[config.mk]
export PLATFORM = sky130hd
export DESIGN_NAME = fault_interrupt_mask_latch
export DESIGN_NICKNAME = d
export VERILOG_FILES = /design/src/hw/fault_irq_pkg.sv /design/src/hw/fault_interrupt_mask_latch.sv
export SDC_FILE = /design/constraint.sdc
export NUM_CORES = 1
export LEC_CHECK = 0
export BUFFER_PORTS_ARGS = -buffer_cell sky130_fd_sc_hd__buf_2
export CAP_MARGIN = 20
export CORE_UTILIZATION = 45
export CTS_CLUSTER_SIZE = 24
export DETAILED_ROUTE_END_ITERATION = 10
export PLACE_DENSITY = 0.83
export SYNTH_ARGS = -nofsm -noshare
export SYNTH_HDL_FRONTEND = slang
export SYNTH_SLANG_ARGS = --single-unit
[constraint.sdc]
create_clock -name pclk -period 2.91 [get_ports pclk]
set_input_delay 0 -clock pclk [delete_from_list [all_inputs] [get_ports pclk]]
set_output_delay 0 -clock pclk [all_outputs]
set_load 0.01 [all_outputs]
[src/hw/fault_irq_pkg.sv]
// Register map, field layout, reset values and timing for the fault interrupt mask and latch block.
package fault_irq_pkg;

    // Register indexes; the byte address of each register is four times its index.
    localparam logic [7:0] IDX_INTERRUPT_CONFIG = 8'h28;
    localparam logic [7:0] IDX_SYSTEM_EVENT_MASK = 8'h29;
    localparam logic [7:0] IDX_CHANNEL_FAULT_MASK = 8'h2a;
    localparam logic [7:0] IDX_FAULT_TYPE_MASK = 8'h2b;
    localparam logic [7:0] IDX_SYSTEM_EVENT_LATCHED_STATUS = 8'h2c;

    localparam int ADDR_WIDTH = 12;
    localparam logic [11:0] ADDR_INTERRUPT_CONFIG = {2'b00, IDX_INTERRUPT_CONFIG, 2'b00};
    localparam logic [11:0] ADDR_SYSTEM_EVENT_MASK = {2'b00, IDX_SYSTEM_EVENT_MASK, 2'b00};
    localparam logic [11:0] ADDR_CHANNEL_FAULT_MASK = {2'b00, IDX_CHANNEL_FAULT_MASK, 2'b00};
    localparam logic [11:0] ADDR_FAULT_TYPE_MASK = {2'b00, IDX_FAULT_TYPE_MASK, 2'b00};
    localparam logic [11:0] ADDR_SYSTEM_EVENT_LATCHED_STATUS =
        {2'b00, IDX_SYSTEM_EVENT_LATCHED_STATUS, 2'b00};

    // Reset values.
    localparam logic [7:0] RESET_INTERRUPT_CONFIG = 8'h00;
    localparam logic [7:0] RESET_SYSTEM_EVENT_MASK = 8'hff;
    localparam logic [7:0] RESET_CHANNEL_FAULT_MASK = 8'h03;
    localparam logic [7:0] RESET_FAULT_TYPE_MASK = 8'h00;
    localparam logic [3:0] RESET_SYSTEM_EVENT_LATCHED = 4'h0;

    // Field positions of the interrupt configuration register.
    localparam int POS_IRQ_POLARITY_SELECT = 7;
    localparam int POS_EVENT_MODE_LO = 5;
    localparam int POS_LATCH_READBACK_FILTER = 2;
    localparam int POS_LATCH_CLEAR_POLICY = 0;

    // System event bits 7..4: serial port clock error, PLL lock, over-temperature, over-current.
    localparam int POS_SYSTEM_EVENT_LO = 4;
    localparam int SYSTEM_EVENT_COUNT = 4;
    localparam int CHANNEL_COUNT = 4;
    localparam int FAULT_TYPE_COUNT = 8;

    // Interrupt event modes.
    localparam logic [1:0] EVENT_LEVEL = 2'h0;
    localparam logic [1:0] EVENT_REPEAT = 2'h2;
    localparam logic [1:0] EVENT_ONCE = 2'h3;

    // Pulse timing of the repeating and one-shot event modes.
    localparam int CLOCK_HZ = 10_000_000;
    localparam int PULSE_ON_US = 2000;
    localparam int PULSE_PERIOD_US = 4000;
    localparam int PULSE_ON_CYCLES = (PULSE_ON_US * (CLOCK_HZ / 1_000_000));
    localparam int PULSE_PERIOD_CYCLES = (PULSE_PERIOD_US * (CLOCK_HZ / 1_000_000));

    typedef struct packed {
        logic irq_polarity_select;
        logic [1:0] event_mode;
        logic latch_readback_filter;
        logic latch_clear_policy;
    } interrupt_config_type;

    typedef enum logic [2:0] {
        PULSE_IDLE = 3'b001,
        PULSE_ON = 3'b010,
        PULSE_REST = 3'b100
    } pulse_state_type;

endpackage

[src/hw/fault_interrupt_mask_latch.sv]
// Interrupt masks, latched system event status and interrupt pin generation with an APB slave.
//
// Register access over APB was chosen for this implementation.
`timescale 1ns/1ps

module fault_interrupt_mask_latch #(
    parameter int ADDR_WIDTH = fault_irq_pkg::ADDR_WIDTH,
    parameter int PULSE_ON_CYCLES = fault_irq_pkg::PULSE_ON_CYCLES,
    parameter int PULSE_PERIOD_CYCLES = fault_irq_pkg::PULSE_PERIOD_CYCLES
) (
    // Clock and reset.
    input wire logic pclk,
    input wire logic presetn,
    // APB slave.
    input wire logic psel,
    input wire logic penable,
    input wire logic pwrite,
    input wire logic [ADDR_WIDTH-1:0] paddr,
    input wire logic [31:0] pwdata,
    input wire logic [3:0] pstrb,
    output logic [31:0] prdata,
    output logic pready,
    output logic pslverr,
    // Live system event status: serial clock error, PLL lock, over-temperature, over-current.
    input wire logic [3:0] system_event_live,
    // Latched per-channel fault bits from the channel latches, index 0 is channel 1.
    input wire logic [3:0][7:0] channel_fault_latched,
    // Mask fields for the channel latch readback filtering.
    output logic [7:0] channel_fault_mask_field,
    output logic [7:0] fault_type_mask_field,
    // Interrupt pin.
    output logic irq_pin
);

    logic [7:0] interrupt_config;
    logic [7:0] system_event_mask_field;
    logic [3:0] system_event_latched_field;
    logic [3:0] live_prev;
    logic shown_latched;
    logic [7:0] next_interrupt_config;
    logic [7:0] next_system_event_mask_field;
    logic [7:0] next_channel_fault_mask_field;
    logic [7:0] next_fault_type_mask_field;
    logic [3:0] next_system_event_latched_field;
    logic [3:0] next_live_prev;
    logic next_shown_latched;
    logic [31:0] next_prdata;
    fault_irq_pkg::interrupt_config_type cfg;
    logic [3:0] system_event_unmasked;
    logic irq_request;
    logic request_prev;
    logic next_request_prev;
    fault_irq_pkg::pulse_state_type pulse_state;
    fault_irq_pkg::pulse_state_type next_pulse_state;
    logic [31:0] pulse_count;
    logic [31:0] next_pulse_count;
    logic irq_asserted;
    logic next_irq_pin;
    logic setup_phase;
    logic access_phase;
    logic addr_ok;

    // Splits the configuration register into its fields.
    function automatic fault_irq_pkg::interrupt_config_type decode_config(input logic [7:0] raw);
        fault_irq_pkg::interrupt_config_type c;
        c.irq_polarity_select = raw[fault_irq_pkg::POS_IRQ_POLARITY_SELECT];
        c.event_mode = raw[fault_irq_pkg::POS_EVENT_MODE_LO +: 2];
        c.latch_readback_filter = raw[fault_irq_pkg::POS_LATCH_READBACK_FILTER];
        c.latch_clear_policy = raw[fault_irq_pkg::POS_LATCH_CLEAR_POLICY];
        return c;
    endfunction

    // Returns true when the bus address selects the register at the given byte address.
    function automatic logic hits(input logic [ADDR_WIDTH-1:0] a, input logic [11:0] reg_addr);
        return a == ADDR_WIDTH'(reg_addr);
    endfunction

    // Computes the byte-lane-0 write result of a register.
    function automatic logic [7:0] write_byte(input logic [7:0] old, input logic sel);
        return (sel && pstrb[0]) ? pwdata[7:0] : old;
    endfunction

    assign cfg = decode_config(interrupt_config);
    assign setup_phase = psel && !penable;
    assign access_phase = psel && penable;

    assign addr_ok = hits(paddr, fault_irq_pkg::ADDR_INTERRUPT_CONFIG)
        || hits(paddr, fault_irq_pkg::ADDR_SYSTEM_EVENT_MASK)
        || hits(paddr, fault_irq_pkg::ADDR_CHANNEL_FAULT_MASK)
        || hits(paddr, fault_irq_pkg::ADDR_FAULT_TYPE_MASK)
        || hits(paddr, fault_irq_pkg::ADDR_SYSTEM_EVENT_LATCHED_STATUS);

    // Every transfer completes in its first access cycle; unmapped addresses answer an error.
    assign pready = access_phase;
    assign pslverr = access_phase && !addr_ok;

    // Registers, read data and latch update.
    always_comb begin
        logic wr;
        logic [3:0] set_bits;
        logic [3:0] clear_bits;
        logic [3:0] shown;
        wr = access_phase && pwrite;
        set_bits = 4'h0;
        clear_bits = 4'h0;
        shown = system_event_latched_field;
        next_interrupt_config = write_byte(interrupt_config,
            wr && hits(paddr, fault_irq_pkg::ADDR_INTERRUPT_CONFIG));
        next_system_event_mask_field = write_byte(system_event_mask_field,
            wr && hits(paddr, fault_irq_pkg::ADDR_SYSTEM_EVENT_MASK));
        next_channel_fault_mask_field = write_byte(channel_fault_mask_field,
            wr && hits(paddr, fault_irq_pkg::ADDR_CHANNEL_FAULT_MASK));
        next_fault_type_mask_field = write_byte(fault_type_mask_field,
            wr && hits(paddr, fault_irq_pkg::ADDR_FAULT_TYPE_MASK));
        if (cfg.latch_readback_filter) begin
            shown = system_event_latched_field & ~system_event_mask_field[7:4];
        end
        next_prdata = prdata;
        next_shown_latched = shown_latched;
        if (setup_phase && !pwrite) begin
            next_prdata = 32'h0000_0000;
            next_shown_latched = 1'b0;
            if (hits(paddr, fault_irq_pkg::ADDR_INTERRUPT_CONFIG)) begin
                next_prdata[7:0] = interrupt_config;
            end else if (hits(paddr, fault_irq_pkg::ADDR_SYSTEM_EVENT_MASK)) begin
                next_prdata[7:0] = system_event_mask_field;
            end else if (hits(paddr, fault_irq_pkg::ADDR_CHANNEL_FAULT_MASK)) begin
                next_prdata[7:0] = channel_fault_mask_field;
            end else if (hits(paddr, fault_irq_pkg::ADDR_FAULT_TYPE_MASK)) begin
                next_prdata[7:0] = fault_type_mask_field;
            end else if (hits(paddr, fault_irq_pkg::ADDR_SYSTEM_EVENT_LATCHED_STATUS)) begin
                next_prdata[7:0] = {shown, 4'h0};
                next_shown_latched = 1'b1;
            end
        end
        // Only bits that the completing read actually returned are cleared.
        if (access_phase && !pwrite && shown_latched) begin
            clear_bits = prdata[7:4];
        end
        if (cfg.latch_clear_policy) begin
            set_bits = system_event_live & ~live_prev;
        end else begin
            set_bits = system_event_live;
            clear_bits = clear_bits & ~system_event_live;
        end
        // A new event wins over a read clear in the same cycle; masks act here only through read data filtered by latch_readback_filter.
        next_system_event_latched_field =
            set_bits | (system_event_latched_field & ~clear_bits);
        next_live_prev = system_event_live;
    end

    always_ff @(posedge pclk or negedge presetn) begin
        if (!presetn) begin
            interrupt_config <= fault_irq_pkg::RESET_INTERRUPT_CONFIG;
            system_event_mask_field <= fault_irq_pkg::RESET_SYSTEM_EVENT_MASK;
            channel_fault_mask_field <= fault_irq_pkg::RESET_CHANNEL_FAULT_MASK;
            fault_type_mask_field <= fault_irq_pkg::RESET_FAULT_TYPE_MASK;
            system_event_latched_field <= fault_irq_pkg::RESET_SYSTEM_EVENT_LATCHED;
            live_prev <= 4'h0;
            prdata <= 32'h0000_0000;
            shown_latched <= 1'b0;
        end else begin
            interrupt_config <= next_interrupt_config;
            system_event_mask_field <= next_system_event_mask_field;
            channel_fault_mask_field <= next_channel_fault_mask_field;
            fault_type_mask_field <= next_fault_type_mask_field;
            system_event_latched_field <= next_system_event_latched_field;
            live_prev <= next_live_prev;
            prdata <= next_prdata;
            shown_latched <= next_shown_latched;
        end
    end

    // Interrupt request from every unmasked latched source.
    always_comb begin
        logic channel_request;
        channel_request = 1'b0;
        for (int ch = 0; ch < fault_irq_pkg::CHANNEL_COUNT; ch++) begin
            if (!channel_fault_mask_field[7 - ch]) begin
                channel_request = channel_request
                    || |(channel_fault_latched[ch] & ~fault_type_mask_field);
            end
        end
        system_event_unmasked = system_event_latched_field & ~system_event_mask_field[7:4];
        irq_request = |system_event_unmasked || channel_request;
    end

    // Pin timing per event mode.
    always_comb begin
        next_pulse_state = pulse_state;
        next_pulse_count = pulse_count;
        next_request_prev = irq_request;
        irq_asserted = 1'b0;
        unique case (pulse_state)
            fault_irq_pkg::PULSE_IDLE: begin
                next_pulse_count = 32'h0000_0000;
                if (cfg.event_mode == fault_irq_pkg::EVENT_REPEAT && irq_request) begin
                    next_pulse_state = fault_irq_pkg::PULSE_ON;
                end else if (cfg.event_mode == fault_irq_pkg::EVENT_ONCE
                        && irq_request && !request_prev) begin
                    next_pulse_state = fault_irq_pkg::PULSE_ON;
                end
            end
            fault_irq_pkg::PULSE_ON: begin
                next_pulse_count = pulse_count + 32'h0000_0001;
                if (pulse_count == 32'(PULSE_ON_CYCLES - 1)) begin
                    if (cfg.event_mode == fault_irq_pkg::EVENT_REPEAT) begin
                        next_pulse_state = fault_irq_pkg::PULSE_REST;
                    end else begin
                        next_pulse_state = fault_irq_pkg::PULSE_IDLE;
                    end
                end
            end
            fault_irq_pkg::PULSE_REST: begin
                next_pulse_count = pulse_count + 32'h0000_0001;
                if (pulse_count == 32'(PULSE_PERIOD_CYCLES - 1)) begin
                    next_pulse_count = 32'h0000_0000;
                    if (irq_request && cfg.event_mode == fault_irq_pkg::EVENT_REPEAT) begin
                        next_pulse_state = fault_irq_pkg::PULSE_ON;
                    end else begin
                        next_pulse_state = fault_irq_pkg::PULSE_IDLE;
                    end
                end
            end
            default: begin
                next_pulse_state = fault_irq_pkg::PULSE_IDLE;
            end
        endcase
        if (cfg.event_mode == fault_irq_pkg::EVENT_REPEAT
                || cfg.event_mode == fault_irq_pkg::EVENT_ONCE) begin
            irq_asserted = (pulse_state == fault_irq_pkg::PULSE_ON);
        end else begin
            irq_asserted = irq_request;
        end
        next_irq_pin = cfg.irq_polarity_select ? irq_asserted : !irq_asserted;
    end

    always_ff @(posedge pclk or negedge presetn) begin
        if (!presetn) begin
            pulse_state <= fault_irq_pkg::PULSE_IDLE;
            pulse_count <= 32'h0000_0000;
            request_prev <= 1'b0;
            irq_pin <= 1'b1;
        end else begin
            pulse_state <= next_pulse_state;
            pulse_count <= next_pulse_count;
            request_prev <= next_request_prev;
            irq_pin <= next_irq_pin;
        end
    end

endmodule

==> run summary, run 1 <==
Synth Register Bits -> 86
simple logic cell fraction of the synthesized area -> 19.9%
min Tclk post-route -> 2350 ps
WP data arrival -> 2600 ps
Hold WC Path Type -> in2async
gr usage total -> 20.6%
top cell type's share of synthesized area -> 39.8%
core box area -> 9910 µm²
# port buffers -> 88
total die area -> 10700 µm²
Inst Count DP -> 667
initial antenna violation count -> 0
Iter 0 DRT Violations -> 209
Clock Latency Late Sink -> 370 ps
count leader, synth -> dfrtp_1
H-tree depth -> 3
largest net degree at the start of global routing -> 87
DP Wirelength -> 7700 µm
leading area contributor after synthesis -> dfrtp_1
Synth cell types -> 55
worst relative slew slack -> 52.1%
syn avg cell area -> 10.2 µm²
Via density -> 5.50
global-route wire length before repair -> 17900 µm
fillers -> 873
footprint of the multi-input gates -> 2250 µm²
largest family of logic cells by synthesized area -> simple AND/OR/NAND/NOR gates
mux share of post-synthesis cell area -> 10.7%
post-route cell area -> 5490 µm²
Max Buffers Root-to-Sink -> 2
Tightest Pin Transition -> 714 ps
Worst EP required -> 3160 ps
DRC viols -> 0
fin crit share -> 80.7%
async set or reset register ratio after synthesis -> 100%
Num CTS Buffers -> 9
Setup TNS Final -> 0 ps
Final #Nets -> 649
dpl cell area -> 5120 µm²
Worst VDD drop -> 0.247 mV
Max Fanout on Critical Path -> 15
Final Hold Viols -> 0
synth top area cells -> dfrtp_1 40%, mux2_2 8.2%, dfstp_2 6.8%, buf_4 4.0%, nand2_1 3.6%
Synth Area in Adders -> 0.269%
Syn Std Cell Area -> 4650 µm²
antenna viol nets, final -> 0
register area -> 2170 µm²
number of global-route vias before repair -> 3783
postcts setup bufs -> 0
endpoints failing setup -> 0
Commonest cells post-synth -> 74 x dfrtp_1, 44 x nand2_1, 39 x nor2_1, 34 x mux2_2, 25 x buf_4
Inserted Diodes -> 0
fin cells -> 697
unrepaired setup endpoints after global routing -> false
Die Y-Extent -> 104 µm
CP Capture Type -> flop
area fraction in compound gates after synthesis -> 10.8%
grt total ovfl -> 0
synthesized netlist cell count -> 458
P&R area growth vs syn -> 18.1%
DR pass1 iterations -> 4
area share of xor/xnor cells in the synthesized design -> 4.90%
clock root buffer -> clkbuf_8
WL/cell -> 15.6 µm
number of enable flip-flop cells after synthesis -> 0
Starting Density -> 46.9%
WL final -> 10900 µm
maximum achievable frequency -> 426 MHz
top_reg_cell synth -> dfrtp_1
I/O Pins -> 140
CTS tree -> yes
critical path type -> reg2reg
Placer Congestion -> 0.855
detailed-route via count -> 3834
Clock transition at path regs -> 90 ps
Syn. warnings -> 0
CTS Sinks -> 86
static leakage -> 0.00242 µW
die width -> 104 µm
Clock Skew -> 14.5 ps
outcome -> finished, final reports clean
Final Max Slew Viols -> 0
Core Rows -> 36
Cell Pwr Density -> 409 nW/µm²
max cap viols -> 0
fraction of layout cells with a size suffix above 1 -> 30.5%
Critical Path Source Type -> flop
Seq/Total Area, Yosys -> 46.6%
==> where the power goes <==
| part | switching, µW | leakage [µW] | internal [µW] | total [µW] |
|---|---|---|---|---|
| clock network | 455 | 0.000107 | 451 | 906 |
| logic | 82.6 | 0.00119 | 60.9 | 144 |
| registers | 1.50 | 0.00112 | 1200 | 1200 |
==> worst paths after layout <==
path | startpoint | end | slack [ps] | cells after the start
worst max-delay path | pulse_count[1] | pulse_count[3] | 560 | 8
worst min-delay path | presetn | pulse_count[6] | 10 | 2
worst max register to register | pulse_count[1] | pulse_count[3] | 560 | 8
worst min register to register | interrupt_config[7] | irq_pin | 480 | 1
max in group asynchronous | presetn | pulse_state[0] | 2260 | 3
min in group pclk | paddr[4] | prdata[5] | 80 | 4
==> flip-flops by register name, indices dropped and copies added, names as in the netlist <==
signal                      count
channel_fault_mask_field        8
system_event_mask_field         8
irq_pin                         1
live_prev                       4
request_prev                    1
prdata                          8
pulse_count                    32
shown_latched                   1
system_event_latched_field      4
interrupt_config                8
fault_type_mask_field           8
pulse_state                     3
==> metrics by stage <==
| stage | hold slack, ps | total power, µW | utilization [%] | setup slack, ps |
|---|---|---|---|---|
| final | 12.6 | 2250 | 55.4 | 561 |
| after global routing | 14.5 | 2330 | 55.4 | 307 |
| after CTS | 59.6 | 2250 | 55.2 | 534 |
| after detailed placement | 127 | 1350 | 51.7 | 567 |
| after global placement | 127 | 1340 | 51.7 | 689 |
| after floorplan | -296 | 1290 | - | 877 |
==> cells in the final DEF, fill, tap and decap left out, types with 3 or more instances in the layout <==
master and instances:
conb_1 24, dlygate4sd3_1 13, nand3_1 17, nor3_1 14, a21oi_1 7, nor3b_1 3
nor2_1 39, nand2b_1 8, and3_1 3, mux2_2 34, mux4_2 5, inv_1 18
and4_1 4, o21ai_0 18, nor2b_1 4, a31oi_1 7, a41oi_1 4, a22oi_1 17
a22o_1 6, xnor2_1 14, clkbuf_8 11, or3_1 3, nand4_1 9, dfrtp_1 74
nor4_1 8, nand2_1 44, dfstp_2 12, xor2_1 12, buf_4 4, nor3_2 3
buf_2 87
==> kinds of logic (layout without fill, tap and decap cells) <==
family                     after synthesis  count (layout)
and+or+nand+nor                        175             175
DFF                                     86              86
AOI/OAI and AO/OA                       74              74
buffers and inverters                   56             139
muxes                                   39              39
xor gates and xnor gates                26              26
adders and majority gates                1               1
other                                    1              24
==> final cells by class <==
type,instances,share of cell area [%]
Clock inverter,5,1.16
Multi-Input combinational cell,339,41.0
Tap cell,133,3.03
Sequential cell,86,39.4
Inverter,18,1.23
Timing Repair Buffer,105,11.3
Clock buffer,11,2.76
==> routing by layer <==
metal	track usage, %	routed length [µm]	up-vias
li1	-	-	1803
met1	25.3	4520	1853
met2	35.9	5530	152
met3	4.41	568	26
met4	6.84	233	0
met5	0	0	-
==> what timing repair did <==
| action | CTS | global route |
|---|---|---|
| setup endpoints to repair | 0 | 0 |
| hold endpoints to repair | 114 | 0 |
| hold buffers | 13 | 0 |
| gates resized for setup | 0 | 0 |
==> critical path: stages (launching register included) <==
cell and delay, ps:
dfrtp_1 400, ha_1 240, nor4b_1 330, nand4_1 170, nor3_1 380, a311oi_1 160
buf_4 220, a21o_1 170, a22o_1 170
Power figures use the tool's default switching activity.
==> run 2, diff against run 1 <==
clock period = 2.2 ns   (was 2.91 ns; I/O delays follow)
==> run summary, run 2 (synthesis gave the netlist of run 1 again) <==
outcome -> finished, final reports clean
Hold Crit Start -> pwrite
worst r2r src -> pulse_count[1]
die width -> 104 µm (unchanged)
Core Rows -> 36 (unchanged)
Critical Path Source Type -> flop
fin crit share -> 93.4% (+13 points)
most common cell after layout, fill and taps aside -> buf_2
Worst EP required -> 2450 ps (-710 ps)
hold path depth -> 4
Cell Pwr Density -> 541 nW/µm² (+32%)
Clock Latency Late Sink -> 360 ps (about the same)
fillers -> 820 (-6.1%)
P&R area growth vs syn -> 21.1%
number of flip-flops in the largest register -> 32 (unchanged)
Via density -> 5.49 (-0.13%)
H-tree depth -> 3 (unchanged)
Critical Path Source -> pulse_count[1]
endpoints failing setup -> 0 (unchanged)
Clock Skew -> 9.68 ps (-4.79 ps)
total die area -> 10700 µm² (unchanged)
worst r2r dst -> pulse_count[26]
Num CTS Buffers -> 9 (unchanged)
Final Hold Viols -> 0 (unchanged)
largest net degree at the start of global routing -> 48 (-45%)
CP Capture Type -> flop
Clk network pwr share -> 41.7% (+1.4 points)
max cap viols -> 0 (unchanged)
Setup TNS Final -> 0 ps (unchanged)
core box area -> 9910 µm² (unchanged)
worst relative slew slack -> 58.9% (+6.8 points)
DP Wirelength -> 8160 µm (+6.0%)
internal power -> 2340 µW (+37%)
Worst VDD drop -> 0.288 mV (+17%)
Max Buffers Root-to-Sink -> 2 (unchanged)
DRC viols -> 0 (unchanged)
critical path type -> reg2reg
footprint of the multi-input gates -> 2270 µm² (+0.55%)
initial antenna violation count -> 0 (unchanged)
global-route wire length before repair -> 18600 µm (+3.8%)
dpl cell area -> 5260 µm² (+2.7%)
Reg with most FFs -> pulse_count
CTS Sinks -> 86 (unchanged)
min Tclk post-route -> 2060 ps (-294 ps)
grt total ovfl -> 0 (unchanged)
WP data arrival -> 2310 ps (-290 ps)
fraction of layout cells with a size suffix above 1 -> 32.8% (+2.3 points)
Placer Congestion -> 0.812 (-5.1%)
Clock transition at path regs -> 90 ps (about the same)
unrepaired setup endpoints after global routing -> false
Final #Nets -> 665 (+2.5%)
share of total power in sequential cells -> 52.0% (-1.3 points)
Max Fanout on Critical Path -> 7 (-8)
antenna viol nets, final -> 0 (unchanged)
Final Max Slew Viols -> 0 (unchanged)
WL/cell -> 15.6 µm (+0.11%)
Starting Density -> 46.9% (unchanged)
commonest non-fill, non-tap cells in the layout -> 87 x buf_2, 74 x dfrtp_1, 44 x nand2_1, 39 x nor2_1, 34 x mux2_2
detailed-route via count -> 3917 (+2.2%)
Net Sw Power -> 704 µW (+31%)
gr usage total -> 21.4% (+0.80 points)
number of global-route vias before repair -> 3876 (+2.5%)
Hold WC Path Type -> in2reg
Iter 0 DRT Violations -> 229 (+9.6%)
# port buffers -> 88 (unchanged)
register area -> 2170 µm² (unchanged)
worst reg-to-reg path cell count -> 7 (-1)
combinational fraction of design power -> 6.3% (about the same)
maximum achievable frequency -> 487 MHz (+14%)
Die Y-Extent -> 104 µm (unchanged)
flop2flop setup slack -> 140 ps (-420 ps)
I/O Pins -> 140 (unchanged)
post-route cell area -> 5630 µm² (+2.6%)
Hold Crit Endpoint -> system_event_latched_field[1]
switch share -> 23.1% (-0.85 points)
postcts setup bufs -> 0 (unchanged)
WL final -> 11100 µm (+2.4%)
Inserted Diodes -> 0 (unchanged)
clock root buffer -> clkbuf_8
Tightest Pin Transition -> 617 ps (-97.5 ps)
static leakage -> 0.00250 µW (+3.5%)
CTS tree -> yes
DR pass1 iterations -> 4 (unchanged)
## run 2: layer usage
metal / routed length [µm] / vias to the layer above / global-route usage (%)
met3: 572 / 14 / 4.91
met5: 0 / - / 0
met4: 116 / 0 / 5.71
li1: - / 1838 / -
met1: 4620 / 1916 / 25.9
met2: 5800 / 149 / 38.2
## run 2: how the worst max path moves through the flow
stage	slack (ps)	end	cells past startpoint
finish	140	pulse_count[26]	7
global route	40	pulse_count[8]	9
CTS	100	pulse_count[8]	9
detailed placement	120	pulse_count[8]	9
global placement	110	pulse_count[8]	9
floorplan	170	pulse_count[6]	8
## run 2: power groups by stage
stage	logic, µW	registers (µW)	clock network [µW]
finish	191	1590	1270
global route	212	1590	1350
CTS	191	1590	1290
detailed placement	173	1620	0
global placement	167	1620	0
floorplan	94.5	1620	0
## run 2: stage by stage
step                power [µW]  utilization, %  hold slack (ps)  setup WS [ps]  cells
floorplan                 1710               -             -296            167    481
global placement          1780            53.1             41.3            115    684
detailed placement        1790            53.1             50.4            120    684
CTS                       3070            56.7             73.1           99.0    713
global route              3150            56.9              104           42.9    713
finish                    3050            56.9             86.5            145    713
## run 2: what timing repair did
item                                    4_1_cts  5_1_grt
gates resized for setup                       0        2
hold endpoints to repair                     86        0
endpoints found under the setup margin        0        5
hold buffers                                 13        0
## run 2: cell type report
type	instances	area share, %
Clock buffer	10	2.44
Clock inverter	6	1.64
Inverter	18	1.20
Multi-Input combinational cell	339	40.2
Sequential cell	86	38.5
Tap cell	133	2.95
Timing Repair Buffer	121	13.1
## run 2: critical path: stages, from the launching register on
cell,delay (ps)
dfrtp_1,390
ha_1,210
and3_1,230
nand3_1,120
or4_4,600
nor3_2,200
xnor2_1,150
nor2_2,40
